[src/pmc_pkg.sv]
// Contract
// - Power state field bits 13-12: 00 normal, 01 wake-frame, 10 energy; 11 reserved.
// - Any write to byte test register returns a reduced power state to normal.
// - Control register reads are answered even in a power saving state.
// - Writes are ignored after reset or wake until one read has occurred.
// - Writing one to bit 10 resets the PHY at least 100us, then self-clears.
// - Writes to the PHY reset bit are discarded while it reads high.
// - Remote wake enable bit 9 lets wake-frame events drive the enabled wake pin.
// - Remote wake enable lets wake-frame events raise the wake interrupt regardless of pin.
// - Energy enable bit 8 lets energy events drive the enabled wake pin.
// - Energy enable lets energy events raise the wake interrupt regardless of pin.
// - Bit 6 clear makes the wake pin open-drain, set makes it push-pull.
// - Open-drain wake pin ignores polarity and is always active low.
// - Bit 3 set pulses the wake pin for 50ms; clear holds it active.
// - Bit 1 enables the wake pin only; bit 2 set selects active high.
// - Read-only bit 0 shows the device is stable and may be accessed.
// - Bits 5-4 record wake cause, write-one-clear in normal state, deasserting pin.
package pmc_pkg;
    localparam int          ADDR_W            = 8;
    localparam int          DATA_W            = 32;
    localparam logic [7:0]  PSC_OFFSET        = 8'h84;
    localparam logic [7:0]  BYTE_TEST_OFFSET  = 8'h64;
    // Arbitrary fixed pattern
    localparam logic [31:0] BYTE_TEST_PATTERN = 32'h5a5a_c3c3;

    localparam int PS_LSB        = 12;
    localparam int TRANSCEIVER_RESET_REQUEST_BIT   = 10;
    localparam int WAKE_EN_BIT   = 9;
    localparam int ENERGY_EN_BIT = 8;
    localparam int BUF_TYPE_BIT  = 6;
    localparam int CAUSE_LSB     = 4;
    localparam int PULSE_SEL_BIT = 3;
    localparam int POL_BIT       = 2;
    localparam int PIN_EN_BIT    = 1;
    localparam int READY_BIT     = 0;

    localparam logic [1:0] PS_NORMAL   = 2'h0;
    localparam logic [1:0] PS_FRAME    = 2'h1;
    localparam logic [1:0] PS_ENERGY   = 2'h2;
    localparam logic [1:0] PS_RESERVED = 2'h3;

    localparam logic [1:0] PS_RESET    = 2'h0;
    localparam logic       EN_RESET    = 1'h0;
    localparam logic [1:0] CAUSE_RESET = 2'h0;

    localparam int CLK_PERIOD_NS   = 5;
    localparam int TRANSCEIVER_RESET_REQUEST_TIME_US = 100;
    localparam int PULSE_TIME_MS   = 50;
    localparam int SETTLE_TIME_NS  = 1000;
    localparam int TRANSCEIVER_RESET_REQUEST_CYCLES  =
        (TRANSCEIVER_RESET_REQUEST_TIME_US * 1000 + CLK_PERIOD_NS - 1) / CLK_PERIOD_NS;
    localparam int PULSE_CYCLES    = (PULSE_TIME_MS * 1000000) / CLK_PERIOD_NS;
    localparam int SETTLE_CYCLES   =
        (SETTLE_TIME_NS + CLK_PERIOD_NS - 1) / CLK_PERIOD_NS;
endpackage

[src/pmc_power_mgmt_control.sv]
`timescale 1ns/100ps
`default_nettype none
module pmc_power_mgmt_control
    import pmc_pkg::*;
#(
    parameter int PHY_RESET_CYCLES = TRANSCEIVER_RESET_REQUEST_CYCLES,
    parameter int WAKE_PULSE_CYCLES = PULSE_CYCLES,
    parameter int READY_SETTLE_CYCLES = SETTLE_CYCLES
) (
    // Clock and reset
    input  wire logic              clk,
    input  wire logic              rst,
    // Register port
    input  wire logic [ADDR_W-1:0] regAddr,
    input  wire logic [DATA_W-1:0] regWrData,
    input  wire logic              regWrite,
    input  wire logic              regRead,
    output logic      [DATA_W-1:0] regRdData,
    // Wake event sources, asynchronous
    input  wire logic              wakeFrameEvent,
    input  wire logic              energySenseEvent,
    // Wake pin and interrupt
    output logic                   wakeEventOut,
    output logic                   wakeEventOe,
    output logic                   wakeInterrupt,
    // Power and PHY control
    output logic                   transceiverReset,
    output logic      [1:0]        powerStateSelect,
    output logic                   deviceReady
);
    // Control fields
    logic [1:0] powerState_q;
    logic       remoteWakeEnable_q;
    logic       energySenseEnable_q;
    logic       bufferType_q;
    logic       pulseSelect_q;
    logic       polarity_q;
    logic       pinEnable_q;
    logic [1:0] wakeCause_q;
    logic [1:0] wakeCause_d;

    // Access state
    logic       ready_q;
    logic       readSeen_q;
    logic       bootPending_q;
    logic [1:0] eventSync;
    logic [1:0] eventPrev_q;

    // Wake pin state
    logic       pinOut_q;
    logic       pinOe_q;
    logic       intr_q;

    // Timers
    logic       phyBusy;
    logic       pulseBusy;
    logic       settleBusy;

    // Decode
    wire hitCtrl     = (regAddr == PSC_OFFSET);
    wire hitByteTest = (regAddr == BYTE_TEST_OFFSET);
    wire inNormal    = (powerState_q == PS_NORMAL);

    wire writeOpen   = readSeen_q && ready_q;
    wire ctrlWrite   = regWrite && hitCtrl && writeOpen;
    wire wakeWrite   = regWrite && hitByteTest && !inNormal;

    wire [1:0] newState   = regWrData[PS_LSB+1:PS_LSB];
    wire       stateWrite = ctrlWrite && (newState != PS_RESERVED);
    wire       enterSleep = stateWrite && (newState != PS_NORMAL);

    wire phyStart = ctrlWrite && regWrData[TRANSCEIVER_RESET_REQUEST_BIT] && !phyBusy;

    // Event capture
    wire frameEdge  = eventSync[1] && !eventPrev_q[1];
    wire energyEdge = eventSync[0] && !eventPrev_q[0];
    wire frameHit   = frameEdge && remoteWakeEnable_q;
    wire energyHit  = energyEdge && energySenseEnable_q;
    wire [1:0] causeSet = {frameHit, energyHit};

    // Write-one-clear, normal state only
    wire [1:0] causeClr = (ctrlWrite && inNormal) ?
                          regWrData[CAUSE_LSB+1:CAUSE_LSB] : 2'h0;

    wire pulseStart = (causeSet != 2'h0);

    // Wake pin level
    wire causeLive = (wakeCause_q[1] && remoteWakeEnable_q) ||
                     (wakeCause_q[0] && energySenseEnable_q);
    wire pinActive = pinEnable_q && causeLive &&
                     (pulseSelect_q ? pulseBusy : 1'b1);
    wire pinOut_d  = bufferType_q ? (polarity_q ? pinActive : !pinActive)
                                  : 1'b0;
    wire pinOe_d   = bufferType_q ? 1'b1 : pinActive;

    wire ready_d   = inNormal && !settleBusy && !bootPending_q &&
                     !wakeWrite && !enterSleep;

    // Read data
    wire [DATA_W-1:0] ctrlView = {
        18'h0,
        powerState_q,
        1'b0,
        phyBusy,
        remoteWakeEnable_q,
        energySenseEnable_q,
        1'b0,
        bufferType_q,
        wakeCause_q,
        pulseSelect_q,
        polarity_q,
        pinEnable_q,
        ready_q
    };
    wire [DATA_W-1:0] rdMux = hitCtrl ? ctrlView :
                              (hitByteTest && ready_q) ? BYTE_TEST_PATTERN :
                              32'h0;

    assign wakeCause_d = (wakeCause_q & ~causeClr) | causeSet;

    pmc_sync2 #(
        .WIDTH(2)
    ) u_sync (
        .clk    (clk),
        .rst    (rst),
        .asyncIn({wakeFrameEvent, energySenseEvent}),
        .syncOut(eventSync)
    );

    pmc_timer #(
        .COUNT(PHY_RESET_CYCLES)
    ) u_phyTimer (
        .clk  (clk),
        .rst  (rst),
        .start(phyStart),
        .busy (phyBusy),
        .done ()
    );

    pmc_timer #(
        .COUNT(WAKE_PULSE_CYCLES)
    ) u_pulseTimer (
        .clk  (clk),
        .rst  (rst),
        .start(pulseStart),
        .busy (pulseBusy),
        .done ()
    );

    pmc_timer #(
        .COUNT(READY_SETTLE_CYCLES)
    ) u_settleTimer (
        .clk  (clk),
        .rst  (rst),
        .start(wakeWrite || bootPending_q),
        .busy (settleBusy),
        .done ()
    );

    // Power state
    always_ff @(posedge clk or posedge rst) begin
        if (rst) begin
            powerState_q <= PS_RESET;
        end else if (wakeWrite) begin
            powerState_q <= PS_NORMAL;
        end else if (stateWrite) begin
            powerState_q <= newState;
        end
    end

    // Enables and pin configuration
    always_ff @(posedge clk or posedge rst) begin
        if (rst) begin
            remoteWakeEnable_q  <= EN_RESET;
            energySenseEnable_q <= EN_RESET;
            bufferType_q        <= EN_RESET;
            pulseSelect_q       <= EN_RESET;
            polarity_q          <= EN_RESET;
            pinEnable_q         <= EN_RESET;
        end else if (ctrlWrite) begin
            remoteWakeEnable_q  <= regWrData[WAKE_EN_BIT];
            energySenseEnable_q <= regWrData[ENERGY_EN_BIT];
            bufferType_q        <= regWrData[BUF_TYPE_BIT];
            pulseSelect_q       <= regWrData[PULSE_SEL_BIT];
            polarity_q          <= regWrData[POL_BIT];
            pinEnable_q         <= regWrData[PIN_EN_BIT];
        end
    end

    // Wake cause and events
    always_ff @(posedge clk or posedge rst) begin
        if (rst) begin
            wakeCause_q <= CAUSE_RESET;
            eventPrev_q <= 2'h0;
            intr_q      <= 1'b0;
        end else begin
            wakeCause_q <= wakeCause_d;
            eventPrev_q <= eventSync;
            intr_q      <= (wakeCause_d != 2'h0);
        end
    end

    // Access gating
    always_ff @(posedge clk or posedge rst) begin
        if (rst) begin
            readSeen_q    <= 1'b0;
            bootPending_q <= 1'b1;
            ready_q       <= 1'b0;
        end else begin
            bootPending_q <= 1'b0;
            ready_q       <= ready_d;
            if (wakeWrite) begin
                readSeen_q <= 1'b0;
            end else if (regRead) begin
                readSeen_q <= 1'b1;
            end
        end
    end

    // Pin and read data registers
    always_ff @(posedge clk or posedge rst) begin
        if (rst) begin
            pinOut_q  <= 1'b0;
            pinOe_q   <= 1'b0;
            regRdData <= '0;
        end else begin
            pinOut_q  <= pinOut_d;
            pinOe_q   <= pinOe_d;
            regRdData <= regRead ? rdMux : '0;
        end
    end

    assign wakeEventOut     = pinOut_q;
    assign wakeEventOe      = pinOe_q;
    assign wakeInterrupt    = intr_q;
    assign transceiverReset = phyBusy;
    assign powerStateSelect = powerState_q;
    assign deviceReady      = ready_q;
endmodule
`default_nettype wire

[src/pmc_sync2.sv]
`timescale 1ns/100ps
`default_nettype none
module pmc_sync2 #(
    parameter int WIDTH = 2
) (
    // Clock and reset
    input  wire logic             clk,
    input  wire logic             rst,
    // Data
    input  wire logic [WIDTH-1:0] asyncIn,
    output logic      [WIDTH-1:0] syncOut
);
    logic [WIDTH-1:0] meta_q;

    generate
        if (WIDTH < 1) begin : g_chk
            $error("pmc_sync2: WIDTH must be at least 1");
        end
    endgenerate

    always_ff @(posedge clk or posedge rst) begin
        if (rst) begin
            meta_q  <= '0;
            syncOut <= '0;
        end else begin
            meta_q  <= asyncIn;
            syncOut <= meta_q;
        end
    end
endmodule
`default_nettype wire

[src/pmc_timer.sv]
`timescale 1ns/100ps
`default_nettype none
module pmc_timer #(
    parameter int COUNT = 20000
) (
    // Clock and reset
    input  wire logic clk,
    input  wire logic rst,
    // Control
    input  wire logic start,
    output logic      busy,
    output logic      done
);
    localparam int CW = $clog2(COUNT + 1);
    localparam logic [CW-1:0] LOAD = CW'(COUNT);
    localparam logic [CW-1:0] ONE  = CW'(1);

    logic [CW-1:0] cnt_q;

    generate
        if (COUNT < 1) begin : g_chk
            $error("pmc_timer: COUNT must be at least 1");
        end
    endgenerate

    assign busy = (cnt_q != '0);

    always_ff @(posedge clk or posedge rst) begin
        if (rst) begin
            cnt_q <= '0;
            done  <= 1'b0;
        end else begin
            done <= (cnt_q == ONE) && !start;
            if (start) begin
                cnt_q <= LOAD;
            end else if (busy) begin
                cnt_q <= cnt_q - ONE;
            end
        end
    end
endmodule
`default_nettype wire

[config.mk]
export PLATFORM = sky130hd
export DESIGN_NAME = pmc_power_mgmt_control
export DESIGN_NICKNAME = d
export VERILOG_FILES = /design/src/pmc_pkg.sv /design/src/pmc_power_mgmt_control.sv /design/src/pmc_sync2.sv /design/src/pmc_timer.sv
export SDC_FILE = /design/constraint.sdc
export NUM_CORES = 1
export LEC_CHECK = 0
export BUFFER_PORTS_ARGS = -buffer_cell sky130_fd_sc_hd__buf_2
export CAP_MARGIN = 20
export CORE_ASPECT_RATIO = 1.5
export CORE_MARGIN = 2
export CORE_UTILIZATION = 40
export DETAILED_ROUTE_END_ITERATION = 8
export SLEW_MARGIN = 15
export SYNTH_ARGS = -nofsm -noshare
export SYNTH_HDL_FRONTEND = slang
export SYNTH_SLANG_ARGS = --single-unit
[constraint.sdc]
create_clock -name clk -period 2.6 [get_ports clk]
set_input_delay 0 -clock clk [delete_from_list [all_inputs] [get_ports clk]]
set_output_delay 0 -clock clk [all_outputs]
set_load 0.02 [all_outputs]
# Word-level counts from Yosys, hierarchy flattened
# Cells that the tools add are included.
[totals]
regBits = 100
in_bits = 46
output_inout_bits = 39
elab_cells = 94
[op_classes]
n_addsub = 3
eq_ne = 3
n_mux = 18
bitwise_logic = 3
reduce_logical = 46
[ops]
columns = ["op", "n"]
rows = [
  ["2-to-1 mux 31 bit", 3],
  ["2-to-1 mux 24 bit", 2],
  ["2-to-1 mux 15 bit", 2],
  ["nonzero test 24 bit", 1],
  ["subtractor 24 x 1 -> 24 bit (second input constant)", 1],
  ["logical AND 1 bit", 23],
  ["2-to-1 mux 8 bit", 2],
  ["nonzero test 2 bit", 8],
  ["nonzero test 15 bit", 1],
  ["subtractor 15 x 1 -> 15 bit (second input constant)", 1],
  ["zero test 1 bit", 9],
  ["equality test 8 x 7 -> 1 bit (second input constant)", 1],
  ["equality test 8 bit (second input constant)", 1],
  ["nonzero test 8 bit", 1],
  ["subtractor 8 x 1 -> 8 bit (second input constant)", 1],
  ["2-to-1 mux 1 bit", 6],
  ["2-to-1 mux 2 bit", 3],
  ["bitwise AND 2 bit", 1],
  ["zero test 2 bit", 1],
  ["logical OR 1 bit", 2],
  ["!= test 2 bit (second input constant)", 1],
  ["inverter 2 bit", 1],
  ["OR 2 bit", 1],
]

# Depth between registers and ports, before layout
[logic_depth]
depth_word = 9
ltp_mapped = 8
mapped_depth_nobuf = 7

# Modules after synthesis
# Synthesis repeated with hierarchy kept, for this count alone.
[unflattened]
cells_unflattened = 408
area_unflattened_um2 = 4286.6
[by_module_without_submodules]
columns = ["module", "n_inst", "cells_per_inst", "area_per_inst_um2", "seq_area_each_um2"]
rows = [
  ["pmc_power_mgmt_control", 1, 117, 1397.6, 777.0],
  ["pmc_timer (u_pulseTimer)", 1, 139, 1385.1, 625.6],
  ["pmc_timer (u_phyTimer)", 1, 93, 884.6, 400.4],
  ["pmc_timer (u_settleTimer)", 1, 54, 515.5, 225.2],
  ["pmc_sync2", 1, 5, 103.8, 100.1],
]

# Worst setup path after synthesis
# OpenSTA, ideal clock, no wires.
[synth_timing]
path_kind = "register to register"
startpoint = "reg u_phyTimer.cnt_q[0]"
endpoint = "reg u_phyTimer.cnt_q[9]"
setup_time_ps = 82
t_arrival_ps = 1998
required_time_ps = 2518
setup_slack_ps = 520
path_stages_with_launch = 8
n_path_buf = 0
period_less_slack_ps = 2080
cell_sequence = "dfrtp_1 -> inv_1 -> ha_1 -> or3b_1 -> or4_4 -> nor3_4 -> a211oi_1 -> a31oi_1"
[synth_via]
elab_chain_len = 4
elab_cells_between_ends = 7
classes_between = "add/sub (1); mux (2); reduce/logical (4)"
[synth_lines]
columns = ["item", "line", "rtl"]
rows = [
  ["from (decl)", "pmc_timer.sv:18", "logic [CW-1:0] cnt_q;"],
  ["from (signal assigned)", "pmc_timer.sv:37", "cnt_q <= cnt_q - ONE;"],
  ["parallel branches: the longest is 4 deep, another holds subtractor 15 x 1 -> 15 bit", "-", ""],
]
# Parallel ways; which one is timed is not known. The select of a mux whose other input is x is not followed.
# A chain may end at the register's enable or synchronous reset.

# Final worst setup path
# Same ends and word-level chain as after synthesis.

==> out/qor_table.md <==
| Stage | Result | Reported |
| --- | --- | --- |
| sta | RSZ-0062 raised after global routing | no |
| routing | Detailed Route WL | 8270 um |
| sta | Max Fclk | 0.434 GHz |
| logic synthesis | Number of enable-type register cells in the synthesized netlist | 0 |
| logic synthesis | Top area cells in the synthesized netlist | dfrtp_1 51%, xor2_1 4.9%, buf_4 3.6%, nor2_1 3.6%, nand2_1 2.9% |
| cells and area | Layout cells sized above 1 | 22.8% |
| sta | Max Clock Skew | 0.00917 ns |
| clock network | Buffer depth of the longest clock path | 2 |
| sta | Total count of hold-check failures in the final report | 0 |
| pwr | Net switching power | 1.38 mW |
| logic synthesis | Complex-gate fraction of the synthesized area | 8.08% |
| logic synthesis | Post-Synth Adder-Cell Area | 1.90% |
| sta | Setup total negative slack | 0 ns |
| worst setup path | Endpoint required time on the critical path | 2.84 ns |
| routing | Total number of vias | 2951 |
| worst setup path | Category of the critical setup timing path | flop to flop |
| clock network | Total CTS buffers | 9 |
| sta | Endpoints failing setup | 0 |
| cells and area | Count of nets after finishing | 505 |
| pwr | Combinational fraction of design power | 25.6% |
| logic synthesis | Share of cell area taken by muxes after synthesis | 2.00% |
| routing | Remaining antenna violation count after routing | 0 |
| die | Top-level I/O count | 85 |
| status | Run status | finished clean |
| pwr | Leakage power summed over all cells | 2.27 nW |
| logic synthesis | Xor/xnor cell area share of the yosys netlist | 6.66% |
| placement | Pre-CTS setup slack | 0.340 ns |
| min path | Worst hold-check path type | input pin to flop |
| routing | Average routed wire per standard cell | 14.5 um |
| placement | Inst Count DP | 542 |
| clock network | CTS tree | done |
| clock network | Library cell used as clock root buffer | clkbuf_16 |
| worst setup path | Worst path buffer plus inverter count | 1 |
| clock network | Clock Latency Late Sink | 0.34 ns |
| flow run | Max-cap violations | 0 |
| sta | Fraction of the cycle the final worst path needs | 88.7% |
| die | Starting density of the core | 41.0% |
| grt | Aggregate global routing overflow | 0 |
| die | Area of the die | 10700 sq um |
| grt | Global-route wire length before repair | 14400 um |
| pwr | Power density over cell area | 888 nW/um^2 |
| worst setup path | Crit end category | flop |
| logic synthesis | Share of synthesized cell area in and, or, nand and nor gates | 23.4% |
| logic synthesis | Post-synthesis instance area | 3950 sq um |
| sta | Number of pins exceeding their max-slew limit in the final report | 0 |
| logic synthesis | Post-synth top area share | 51.3% |
| pwr | Proportion of power drawn by the clock network | 29.9% |
| logic synthesis | Number of warnings printed during yosys synthesis | 0 |
| placement | Input/output buffers | 54 |
| sta | Max-slew headroom | 49.8% |
| cells and area | Final instance count without filler cells | 571 |
| pwr | Sequential share of power | 44.5% |
| routing | Detailed-route vias per instance | 5.17 |
| die | Vertical die dimension | 126 um |
| placement | HPWL after detailed placement | 5960 um |
| clock network | H-tree Lvls | 3 |
| die | Standard-cell rows | 44 |
| logic synthesis | Netlist cell types | 55 |
| worst setup path | Critical path's largest stage delay | 0.60 ns |
| routing | DR pass1 iterations | 4 |
| logic synthesis | Largest family of logic cells by synthesized area | simple AND/OR/NAND/NOR gates |
| logic synthesis | Share of the yosys chip area belonging to registers | 52.0% |
| grt | Largest net degree at the start of global routing | 46 |
| sta | Worst Setup Slack, final | 0.293 ns |
| grt | Number of global-route vias before repair | 3119 |
| logic synthesis | Fraction of registers with async set or reset after synthesis | 100% |
| grt | Overall track demand over capacity in global routing | 16.7% |
| cells and area | Antenna diode count | 0 |
| sta | Final critical delay including setup and external delays | 2.31 ns |
| logic synthesis | Most instantiated flip-flop cell in the synthesis netlist | dfrtp_1 |
| worst setup path | Critical Path Source Type | flop |
| logic synthesis | Avg Synthesized Cell Area | 10.4 sq um |
| placement | Final Wtd Congestion | 0.780 |
| pwr | Internal power consumption | 2.84 mW |
| worst setup path | Highest fanout seen on the critical path | 5 |
| logic synthesis | Seq cells post-synth | 82 |
| clock network | Quantity of gates resized following cts | 0 |
| cells and area | Fillcell total | 911 |
| logic synthesis | Syn Inst Count | 380 |
| logic synthesis | Post-synth top area cell | dfrtp_1 |
| logic synthesis | Most frequent cell after synthesis | dfrtp_1 |
| clock network | Post-CTS Hold Buffers | 15 |
| routing | Number of DRC markers in iteration 0 | 77 |
| clock network | Clock Sinks | 82 |
| logic synthesis | Commonest cells in the netlist | 81 x dfrtp_1, 38 x nor2_1, 30 x nand2_1 |
| worst setup path | Crit-path leading delay family | simple AND/OR/NAND/NOR gates |
| sta | Worst-margin pin slew | 0.752 ns |
| clock network | Total setup buffers inserted after CTS | 0 |
| pwr | Sw frac | 32.8% |
| clock network | Post-CTS clock slew at the launch and capture registers of the worst setup and hold paths | 0.06 ns |
| worst setup path | Critical-path top delay cell | or4_4 |
| die | Core region area | 9630 sq um |
| die | Horizontal die dimension | 85.1 um |
| cells and area | Area added between synthesis and finish | 20.5% |
| cells and area | Final Util | 49.4% |
| worst setup path | Cells along the critical path | inv_1 > ha_1 > or3b_1 > or4_4 > nor3_4 > a211oi_1 > a31oi_1 |
| worst setup path | Data arrival time of the worst path | 2.55 ns |
| routing | Drt drc | 0 |
| grt | Antenna violations before repair | 0 |
| pwr | Worst supply voltage drop on vdd | 0.000605 V |
-- power by group through the flow --
stage          clock network (mW)  logic (mW)  registers, mW
2_1_floorplan                   0       0.830           1.82
3_3_place_gp                    0        1.04           1.88
3_5_place_dp                    0        1.07           1.89
4_1_cts                      1.30        1.09           1.87
5_1_grt                      1.35        1.24           1.93
6_report                     1.26        1.08           1.88
-- state kept, by name (all words and copies together) (netlist names), 2 cells and up --
name,count
u_sync.meta_q,2
eventPrev_q,2
u_phyTimer.cnt_q,15
u_sync.syncOut,2
powerStateSelect,2
u_settleTimer.cnt_q,8
wakeCause_q,2
u_pulseTimer.cnt_q,24
regRdData,13
-- layout by cell type, fill, tap and decap left out, types with 5 or more instances in the layout --
cell / count
dfrtp_1: 81
buf_2: 54
nor2_1: 38
nand2_1: 30
xor2_1: 22
nor3_1: 18
dlygate4sd3_1: 15
buf_4: 13
inv_1: 12
o21ai_0: 11
and2_1: 10
conb_1: 10
nand3_1: 9
a21oi_1: 9
clkbuf_16: 9
xnor2_1: 8
nor4_1: 8
nand3b_1: 8
mux2_2: 7
ha_1: 6
and3_1: 5
o211ai_1: 5
nand4_1: 5
-- worst paths after layout --
path,startpoint,to,slack (ns),cells past startpoint
worst max-delay path,u_phyTimer.cnt_q[0]$_DFFE_PP0P_,u_phyTimer.cnt_q[9]$_DFFE_PP0P_,0.29,7
worst min register to register,u_sync.meta_q[1]$_DFF_PP0_,u_sync.syncOut[1]$_DFF_PP0_,0.35,0
worst max register to register,u_phyTimer.cnt_q[0]$_DFFE_PP0P_,u_phyTimer.cnt_q[9]$_DFFE_PP0P_,0.29,7
worst min-delay path,regWrData[4],wakeCause_q[0]$_DFF_PP0_,0.01,4
min in group asynchronous,rst,u_phyTimer.cnt_q[4]$_DFFE_PP0P_,0.32,3
max in group asynchronous,rst,bootPending_q$_DFF_PP1_,1.50,4
-- cells by family after synthesis --
kind of cell             Yosys count
multiplexers                       7
adder cells (fa/ha/maj)            6
other                              1
AND/OR/NAND/NOR                  166
buffers and inverters             42
XOR/XNOR                          30
AO/OA/AOI/OAI                     46
flip-flops                        82
-- final cells by class --
class | instances | area (sq um) | area share [%]
Tap cell | 115 | 144 | 3.02
Inverter | 13 | 50.0 | 1.05
Sequential cell | 82 | 2050 | 43.2
Clock inverter | 2 | 37.5 | 0.789
Multi-Input combinational cell | 265 | 1700 | 35.7
Timing Repair Buffer | 82 | 518 | 10.9
Clock buffer | 12 | 256 | 5.39
-- per-stage QoR --
step	hold slack [ns]	area (sq um)	power, mW
6_report	0.0141	4760	4.22
5_1_grt	0.0538	4760	4.52
4_1_cts	0.00495	4760	4.26
3_5_place_dp	0.128	4310	2.96
3_3_place_gp	0.123	4310	2.92
2_1_floorplan	0.0314	3980	2.65
-- worst register-to-register path, cell delays in order, from the launching register on --
cell	delay [ns]
dfrtp_1	0.40
inv_1	0.09
ha_1	0.17
or3b_1	0.42
or4_4	0.60
nor3_4	0.28
a211oi_1	0.10
a31oi_1	0.17
-- metal layers --
metal  wire length, um  track usage (%)  vias up
met5                 0                0        -
met2              4460             30.0       50
li1                  -                -     1447
met1              3430             19.0     1444
met4               135             5.79        0
met3               249             4.26       10
Power figures use the tool's default switching activity.
